==> src/hw/iep_pkg.sv <==
// constants shared by the interrupt and exception prioritizer
// assumes a 25 MHz core clock and core-side fault strobes on that clock
package iep_pkg;

    // ranks of the priority ladder
    localparam logic [3:0] RANK_SMI   = 4'h0;
    localparam logic [3:0] RANK_PREV  = 4'h1;
    localparam logic [3:0] RANK_NEXT  = 4'h2;
    localparam logic [3:0] RANK_NMI   = 4'h3;
    localparam logic [3:0] RANK_MASKABLE_INT_REQ  = 4'h4;
    localparam logic [3:0] RANK_FETCH = 4'h5;
    localparam logic [3:0] RANK_DEC   = 4'h6;
    localparam logic [3:0] RANK_WAIT  = 4'h7;
    localparam logic [3:0] RANK_ESC   = 4'h8;
    localparam logic [3:0] RANK_CERR  = 4'h9;
    localparam logic [3:0] RANK_SEG   = 4'ha;
    localparam logic [3:0] RANK_PAGE  = 4'hb;
    localparam logic [3:0] RANK_ALIGN = 4'hc;
    localparam logic [3:0] RANK_NONE  = 4'hf;

    // vector numbers
    localparam logic [7:0] VEC_NONE  = 8'h00;
    localparam logic [7:0] VEC_DEBUG = 8'h01;
    localparam logic [7:0] VEC_NMI   = 8'h02;
    localparam logic [7:0] VEC_UD    = 8'h06;
    localparam logic [7:0] VEC_DNA   = 8'h07;
    localparam logic [7:0] VEC_DF    = 8'h08;
    localparam logic [7:0] VEC_TSS   = 8'h0a;
    localparam logic [7:0] VEC_NP    = 8'h0b;
    localparam logic [7:0] VEC_SS    = 8'h0c;
    localparam logic [7:0] VEC_GP    = 8'h0d;
    localparam logic [7:0] VEC_PF    = 8'h0e;
    localparam logic [7:0] VEC_MF    = 8'h10;
    localparam logic [7:0] VEC_AC    = 8'h11;

    // fault kind codes on the fetch and operand kind ports
    localparam logic [1:0] FK_NP  = 2'h0;
    localparam logic [1:0] FK_SS  = 2'h1;
    localparam logic [1:0] FK_GP  = 2'h2;
    localparam logic [1:0] FK_PF  = 2'h3; // fetch port only
    localparam logic [1:0] FK_IDT = 2'h3; // operand port: table limit

    // error code field positions
    localparam int EC_INDEX_LSB = 3;
    localparam int EC_S2_BIT    = 2;
    localparam int EC_S1_BIT    = 1;
    localparam int EC_S0_BIT    = 0;
    localparam logic [15:0] EC_RESET = 16'h0000;

    // pin synchroniser width: mgmt, nmi, maskable, coprocessor error
    // reset to each pin's idle level so no false nmi edge follows reset
    localparam int SYNC_W = 4;
    localparam logic [SYNC_W-1:0] SYNC_RESET = 4'h9;

    // management input qualification
    localparam int CLK_PERIOD_NS = 40;
    localparam int DRC_PERIOD_NS = CLK_PERIOD_NS / 2;
    localparam int SMI_MIN_DRC   = 4;
    localparam int SMI_MIN_NS    = SMI_MIN_DRC * DRC_PERIOD_NS;
    localparam int SMI_MIN_CYC_I =
        (SMI_MIN_NS + CLK_PERIOD_NS - 1) / CLK_PERIOD_NS;
    localparam logic [2:0] SMI_MIN_CYC = 3'(SMI_MIN_CYC_I);
    localparam logic [2:0] SMI_CNT_RESET = 3'h0;

endpackage : iep_pkg

==> src/hw/iep_prioritizer.sv <==
// interrupt and exception prioritizer with vector and error code forming
// assumes fault strobes and flags come from core logic on clk_i; the
// interrupt pins are asynchronous and are synchronised here
`timescale 1ns/10ps
module iep_prioritizer
    import iep_pkg::*;
(
    input  wire logic        clk_i,
    input  wire logic        rst_n_i,
    input  wire logic        boundary_i,
    input  wire logic        sys_mgmt_int_n_i,
    input  wire logic        nmi_i,
    input  wire logic        maskable_int_req_i,
    input  wire logic        coproc_error_n_i,
    input  wire logic [7:0]  int_vector_i,
    input  wire logic        int_enable_flag_i,
    input  wire logic        real_mode_i,
    input  wire logic        resume_i,
    input  wire logic        prev_debug_trap_i,
    input  wire logic        next_debug_trap_i,
    input  wire logic        fetch_fault_i,
    input  wire logic [1:0]  fetch_kind_i,
    input  wire logic        decode_fault_i,
    input  wire logic        wait_insn_i,
    input  wire logic        coproc_escape_insn_i,
    input  wire logic        task_switched_flag_i,
    input  wire logic        monitor_coproc_flag_i,
    input  wire logic        emulate_coproc_flag_i,
    input  wire logic        seg_fault_i,
    input  wire logic [1:0]  seg_kind_i,
    input  wire logic        page_fault_i,
    input  wire logic        align_fault_i,
    input  wire logic [15:0] fault_sel_i,
    input  wire logic        fault_idt_i,
    input  wire logic        fault_ext_i,
    input  wire logic        pf_protect_i,
    input  wire logic        pf_write_i,
    input  wire logic        pf_user_i,
    input  wire logic        tss_partial_i,
    output logic             take_o,
    output logic [3:0]       rank_o,
    output logic [7:0]       vector_o,
    output logic [15:0]      err_code_o,
    output logic             err_valid_o,
    output logic             sys_mgmt_entry_o,
    output logic             sys_mgmt_state_o,
    output logic             restartable_o
);

    typedef struct packed {
        logic [2:0]  smi_cnt;
        logic        smi_pend;
        logic        nmi_prev;
        logic        nmi_pend;
        logic        sys_mgmt_state;
        logic        take;
        logic [3:0]  rank;
        logic [7:0]  vector;
        logic [15:0] err;
        logic        errv;
        logic        entry;
        logic        restart;
    } iep_state_s;

    iep_state_s          r;
    iep_state_s          next_r;
    logic [SYNC_W-1:0]   pins;
    logic                smi_low;
    logic                nmi_s;
    logic                maskable_int_req_s;
    logic                cerr_s;

    // vector of a fetch or operand segment fault, real mode remapped
    function automatic logic [7:0] fault_vec(input logic [1:0] kind,
                                             input logic       operand,
                                             input logic       real_md);
        logic [7:0] v;
        v = VEC_GP;
        case (kind)
            FK_NP:   v = VEC_NP;
            FK_SS:   v = VEC_SS;
            FK_GP:   v = VEC_GP;
            default: v = operand ? (real_md ? VEC_DF : VEC_GP) : VEC_PF;
        endcase
        return v;
    endfunction : fault_vec

    // vectors that real mode never raises
    function automatic logic real_drop(input logic [7:0] v,
                                       input logic       real_md);
        return real_md && (v == VEC_TSS || v == VEC_NP || v == VEC_PF);
    endfunction : real_drop

    // error code for a vector, selector or page layout
    function automatic logic [15:0] err_of(input logic [7:0]  v,
                                           input logic [15:0] sel,
                                           input logic        int_descriptor_table,
                                           input logic        ext,
                                           input logic [2:0]  pf);
        logic [15:0] c;
        c = EC_RESET;
        if (v == VEC_PF)
        begin
            c[EC_S2_BIT] = pf[2];
            c[EC_S1_BIT] = pf[1];
            c[EC_S0_BIT] = pf[0];
        end
        else if (v != VEC_AC && v != VEC_DF)
        begin
            c[15:EC_INDEX_LSB] = sel[15:EC_INDEX_LSB];
            c[EC_S2_BIT] = int_descriptor_table ? 1'b0 : sel[EC_S2_BIT];
            c[EC_S1_BIT] = int_descriptor_table;
            c[EC_S0_BIT] = ext;
        end
        return c;
    endfunction : err_of

    // protected-mode vectors that carry an error code
    function automatic logic has_err(input logic [7:0] v,
                                     input logic       real_md);
        return !real_md && (v == VEC_DF || v == VEC_TSS || v == VEC_NP
            || v == VEC_SS || v == VEC_GP || v == VEC_PF
            || v == VEC_AC);
    endfunction : has_err

    // asynchronous pins pass two flip-flops
    iep_sync u_sync (
        .clk_i   (clk_i),
        .rst_n_i (rst_n_i),
        .d_i     ({sys_mgmt_int_n_i, nmi_i, maskable_int_req_i,
                   coproc_error_n_i}),
        .q_o     (pins)
    );

    assign smi_low = !pins[3];
    assign nmi_s   = pins[2];
    assign maskable_int_req_s  = pins[1];
    assign cerr_s  = !pins[0];

    // arbitration at the boundary, evaluated alongside execution
    always_comb
    begin
        logic [3:0]  rk;
        logic [7:0]  vc;
        logic [7:0]  fv;
        logic [7:0]  sv;
        logic        smi_set;
        logic        nmi_set;
        rk = RANK_NONE;
        vc = VEC_NONE;
        fv = fault_vec(fetch_kind_i, 1'b0, real_mode_i);
        sv = fault_vec(seg_kind_i, 1'b1, real_mode_i);
        next_r = r;
        next_r.take  = 1'b0;
        next_r.entry = 1'b0;
        // management input must be seen low long enough
        if (smi_low)
        begin
            next_r.smi_cnt = (r.smi_cnt == SMI_MIN_CYC) ? r.smi_cnt
                                                      : r.smi_cnt + 3'h1;
        end
        else
        begin
            next_r.smi_cnt = SMI_CNT_RESET;
        end
        smi_set = smi_low && (r.smi_cnt == SMI_MIN_CYC - 3'h1);
        nmi_set = nmi_s && !r.nmi_prev;
        next_r.nmi_prev = nmi_s;
        if (resume_i)
        begin
            next_r.sys_mgmt_state = 1'b0;
        end
        // priority ladder, first match wins
        if (r.smi_pend && !r.sys_mgmt_state)
        begin
            rk = RANK_SMI;
        end
        else if (prev_debug_trap_i)
        begin
            rk = RANK_PREV;
            vc = VEC_DEBUG;
        end
        else if (next_debug_trap_i)
        begin
            rk = RANK_NEXT;
            vc = VEC_DEBUG;
        end
        else if (r.nmi_pend)
        begin
            rk = RANK_NMI;
            vc = VEC_NMI;
        end
        else if (maskable_int_req_s && int_enable_flag_i)
        begin
            rk = RANK_MASKABLE_INT_REQ;
            vc = int_vector_i;
        end
        else if (fetch_fault_i && !real_drop(fv, real_mode_i))
        begin
            rk = RANK_FETCH;
            vc = fv;
        end
        else if (decode_fault_i)
        begin
            rk = RANK_DEC;
            vc = VEC_UD;
        end
        else if (wait_insn_i && task_switched_flag_i
                 && monitor_coproc_flag_i)
        begin
            rk = RANK_WAIT;
            vc = VEC_DNA;
        end
        else if (coproc_escape_insn_i
                 && (emulate_coproc_flag_i || task_switched_flag_i))
        begin
            rk = RANK_ESC;
            vc = VEC_DNA;
        end
        else if (cerr_s)
        begin
            rk = RANK_CERR;
            vc = VEC_MF;
        end
        else if (seg_fault_i && !real_drop(sv, real_mode_i))
        begin
            rk = RANK_SEG;
            vc = sv;
        end
        else if (page_fault_i && !real_mode_i)
        begin
            rk = RANK_PAGE;
            vc = VEC_PF;
        end
        else if (align_fault_i)
        begin
            rk = RANK_ALIGN;
            vc = VEC_AC;
        end
        // one winner per boundary; the rest wait for the retry
        if (boundary_i && rk != RANK_NONE)
        begin
            next_r.take    = 1'b1;
            next_r.rank    = rk;
            next_r.vector  = vc;
            next_r.err     = err_of(vc, fault_sel_i, fault_idt_i,
                                    fault_ext_i,
                                    {pf_protect_i, pf_write_i, pf_user_i});
            next_r.errv    = has_err(vc, real_mode_i);
            next_r.restart = !tss_partial_i;
            if (rk == RANK_SMI)
            begin
                next_r.entry    = 1'b1;
                next_r.sys_mgmt_state      = 1'b1;
                next_r.smi_pend = 1'b0;
            end
            if (rk == RANK_NMI)
            begin
                next_r.nmi_pend = 1'b0;
            end
        end
        // a new request beats a same-cycle clear; losers stay pending
        if (smi_set)
        begin
            next_r.smi_pend = 1'b1;
        end
        if (nmi_set)
        begin
            next_r.nmi_pend = 1'b1;
        end
    end

    // state register
    always_ff @(posedge clk_i or negedge rst_n_i)
    begin
        if (!rst_n_i)
        begin
            r <= '{smi_cnt: SMI_CNT_RESET, rank: RANK_NONE,
                   vector: VEC_NONE, err: EC_RESET, restart: 1'b1,
                   default: 1'b0};
        end
        else
        begin
            r <= next_r;
        end
    end

    // outputs straight from the state register
    assign take_o           = r.take;
    assign rank_o           = r.rank;
    assign vector_o         = r.vector;
    assign err_code_o       = r.err;
    assign err_valid_o      = r.errv;
    assign sys_mgmt_entry_o = r.entry;
    assign sys_mgmt_state_o = r.sys_mgmt_state;
    assign restartable_o    = r.restart;
endmodule : iep_prioritizer

==> src/hw/iep_sync.sv <==
// two-stage synchroniser for the asynchronous interrupt pins
// assumes the pins are quiet levels; width comes from the package
`timescale 1ns/10ps
module iep_sync
    import iep_pkg::*;
(
    input  wire logic              clk_i,
    input  wire logic              rst_n_i,
    input  wire logic [SYNC_W-1:0] d_i,
    output logic      [SYNC_W-1:0] q_o
);

    typedef struct packed {
        logic [SYNC_W-1:0] s1;
        logic [SYNC_W-1:0] s2;
    } iep_sync_s;

    iep_sync_s r;
    iep_sync_s next_r;

    // first stage feeds only the second stage
    always_comb
    begin
        next_r.s1 = d_i;
        next_r.s2 = r.s1;
    end

    // resets to the idle level of each pin
    always_ff @(posedge clk_i or negedge rst_n_i)
    begin
        if (!rst_n_i)
        begin
            r <= {SYNC_RESET, SYNC_RESET};
        end
        else
        begin
            r <= next_r;
        end
    end

    assign q_o = r.s2;

endmodule : iep_sync

==> config.mk <==
export PLATFORM = sky130hd
export DESIGN_NAME = iep_prioritizer
export DESIGN_NICKNAME = d
export VERILOG_FILES = /design/src/hw/iep_pkg.sv /design/src/hw/iep_prioritizer.sv /design/src/hw/iep_sync.sv
export SDC_FILE = /design/constraint.sdc
export NUM_CORES = 1
export LEC_CHECK = 0
export BUFFER_PORTS_ARGS = -buffer_cell sky130_fd_sc_hd__buf_2
export CAP_MARGIN = 15
export CORE_ASPECT_RATIO = 1.5
export CORE_MARGIN = 4
export CORE_UTILIZATION = 30
export CTS_CLUSTER_DIAMETER = 30
export DETAILED_ROUTE_END_ITERATION = 8
export GPL_ROUTABILITY_DRIVEN = 0
export PLACE_DENSITY = 0.59
export SYNTH_ARGS = -nofsm -noshare
export SYNTH_HDL_FRONTEND = slang
export SYNTH_SLANG_ARGS = --single-unit
==> constraint.sdc <==
create_clock -name clk_i -period 2.25 [get_ports clk_i]
set_input_delay 0.5625 -clock clk_i [delete_from_list [all_inputs] [get_ports clk_i]]
set_output_delay 0.5625 -clock clk_i [all_outputs]
set_load 0.02 [all_outputs]
==> metrics.md <==
| Metric | Value |
|---|---|
| Std cell rows | 41 |
| CTS tree | yes |
| Post-DR wirelength/cell | 15.7 um |
| Maximum clock path buffer count | 2 |
| Worst Hold Margin | 146 ps |
| Synth cell types | 51 |
| Filler instances | 816 |
| Final instance area | 4170 sq um |
| # port buffers | 86 |
| Final WS setup | -251 ps |
| Final core occ | 49.0% |
| Synth async-reset ratio | 100% |
| Syn Inst Count | 287 |
| Most common cell after layout, fill and taps aside | buf_2 |
| H-tree Lvls | 2 |
| Grt total ovfl | 0 |
| Met2 Track Usage GR | 28.5% |
| Root Driver | clkbuf_16 |
| Post-Layout Cell Count | 524 |
| Post-synth EDFFs | 0 |
| Via count | 2,615 |
| Commonest cells after routing, fill and taps aside | 82 x buf_2, 58 x buf_4, 40 x nand2_1, 38 x dfrtp_1 |
| Yosys warning total | 0 |
| Met1 Use GR | 16.4% |
| Setup Viol. Count Final | 34 |
| Placed cell count | 501 |
| WP data required | 2450 ps |
| Relative slew margins | 60.4% |
| CP delay by family, top | compound AO/OA/AOI/OAI gates |
| Antenna cells | 0 |
| Nature of the critical path startpoint | input pin |
| RSZ-0062 raised after global routing | yes |
| Adder-cell area share of the yosys netlist | 3.76% |
| Seq cells post-synth | 47 |
| Area Overhead vs Synth | 56.5% |
| Largest net degree at the start of global routing | 24 |
| Via density | 4.99 |
| Post-Synth Simple-Gate Area | 19.0% |
| Post-synthesis mux area share | 0.423% |
| Skew final | 10.8 ps |
| Post-synth net total | 351 |
| Pwr Density | 686 nW/um^2 |
| Delay of the slowest cell on the worst path | 440 ps |
| Syn_area_per_cell | 9.29 sq um |
| Period utilization | 111% |
| Cell Area, Synth | 2670 sq um |
| Final max-slew violation count | 0 |
| First-pass GRT wire length | 12,900 um |
| Die area | 10,500 sq um |
| Final ANT Viol Nets | 0 |
| Post-synth top flop | dfrtp_1 |
| Least-Margin Pin Slew | 588 ps |
| Die W | 85.0 um |
| Largest family of logic cells by synthesized area | compound AO/OA/AOI/OAI gates |
| Max Fanout on Critical Path | 7 |
| Ratio of cells with drive above 1 in the final layout | 56.1% |
| Critical path class | input pin to flop |
| I/O pin cnt | 89 |
| Worst skew pair latency | 290 ps |
| Cell leakage power | 1.97 nW |
| Worst VDD drop | 0.373 mV |
| Global route hottest layer | met2 |
| Final hold vios | 0 |
| Initial DRC Count | 76 |
| Max cap viols | 0 |
| TNS Setup | -6130 ps |
| Starting Density | 31.3% |
| Vias in the first global route | 2,701 |
| Setup crit end kind | flop |
| Num CTS Buffers | 5 |
| Worst-path clk slew | 70 ps |
| Total Wirelength | 8240 um |
| Tmin final | 2500 ps |
| Number of antenna violations at the first check in global routing | 0 |
| Critical path buffers and inverters | 5 |
| Clock sink count | 47 |
| Failing checks | setup timing |
| Nets | 480 |
| Dpl hpwl | 6250 um |
| CP arrival | 2700 ps |
| DRC Markers | 0 |
| Initial DRT Pass Iterations | 4 |
| Xor and xnor area share after synthesis | 0.329% |
| CP Cell Sequence | buf_12, inv_12, ha_4, nand2b_4, a2111o_1, or4_4, o41ai_4, buf_6, buf_4, clkbuf_16, nand2_1, o31ai_2 |
| Die Y | 123 um |
| GRT Util Overall | 15.6% |
| Seq/Total Area, Yosys | 44.6% |
| DP Area | 3480 sq um |
| Core area | 8520 sq um |
| Status | finished, violations left |
| Hold crit path type | input pin to asynchronous set/reset pin |
| Post-Place Setup Slack | -955 ps |
| Peak Freq | 400 MHz |
| Pwr Total | 2.86 mW |
| Max stage delay cell, worst path | or4_4 |
| Met3 GRT Util | 3.20% |
| Synth Area in Compound Gates | 20.4% |
## synthesized netlist by cell type (all sizes together), types with 4 or more instances
library cell | n | area [sq um]
o21ai | 19 | 95.1
nand2 | 55 | 206
inv | 12 | 45.0
a21oi | 5 | 25.0
ha | 8 | 100
nor2b | 5 | 31.3
nor3 | 9 | 45.0
a31oi | 6 | 37.5
a32oi | 4 | 35.0
nand3 | 4 | 20.0
o211ai | 4 | 35.0
nand2b | 6 | 37.5
o31ai | 16 | 120
buf | 35 | 257
nor2 | 11 | 41.3
dfrtp | 38 | 951
dfstp | 9 | 236
## power by group
part	internal, mW	leakage (nW)	switching (mW)
Combinational	0.449	1.31	0.511
Clock	0.552	0.0868	0.308
Sequential	0.969	0.569	0.0709
## cell type report
| cell class | instances | area (sq um) | area share, % |
|---|---|---|---|
| sequential | 47 | 1190 | 28.5 |
| tap | 107 | 134 | 3.21 |
| clock buffer | 6 | 139 | 3.33 |
| clock inverter | 2 | 35.0 | 0.840 |
| inverter | 12 | 70.1 | 1.68 |
| timing repair buffer | 159 | 1110 | 26.7 |
| multi-input combinational | 191 | 1490 | 35.8 |
## path summary, 6_finish.rpt
check                      cells after the start                  startpoint  slack [ps]                    endpoint
max in group asynchronous                      2                     rst_n_i        1470     u_sync.q_o[3]$_DFF_PN1_
setup / recovery                              12             fetch_kind_i[1]        -250  err_code_o[15]$_DFFE_PN0P_
hold / removal                                 1                     rst_n_i         150     err_valid_o$_DFFE_PN0P_
hold reg to reg                                0  u_sync.next_r[1]$_DFF_PN0_         350     u_sync.q_o[1]$_DFF_PN0_
min in group clk_i                             0  u_sync.next_r[1]$_DFF_PN0_         350     u_sync.q_o[1]$_DFF_PN0_
setup reg to reg                               9           r[35]$_DFFE_PN0P_        -210  err_code_o[15]$_DFFE_PN0P_
## metal layers
| layer | vias up | share of wire, % |
|---|---|---|
| met3 | 20 | 4.9 |
| met2 | 72 | 55 |
| met4 | 0 | 3.8 |
| met1 | 1269 | 36 |
| li1 | 1254 | - |
| met5 | - | 0 |
## worst reg2reg max path: stages (launching register included)
cell and delay [ps]:
dfrtp_1 370, nor2b_1 150, or4_4 450, or4_4 570, o41ai_4 260, buf_6 180, buf_4 130, clkbuf_16 140
nand2_1 60, o31ai_2 50
## logic make-up after synthesis
| kind of cell | count (synthesis) |
|---|---|
| simple gates | 107 |
| compound gates | 74 |
| buf+inv | 49 |
| flops | 47 |
| fa+ha+maj | 8 |
| xor+xnor | 1 |
| mux | 1 |
## flip-flops by register name (all words and copies together) (netlist names)
signal / cells
sys_mgmt_entry_o: 1
restartable_o: 1
sys_mgmt_state_o: 1
rank_o: 4
r: 6
vector_o: 8
u_sync.next_r: 4
err_code_o: 16
take_o: 1
u_sync.q_o: 4
err_valid_o: 1
## timing repair
item	CTS	global route
hold buffers	0	0
cloned	1	1
resized for setup	68	18
setup endpoints to repair	34	34
buffers inserted	8	5
pin swaps	26	9
Note: power is estimated with default switching activity, not from simulation.
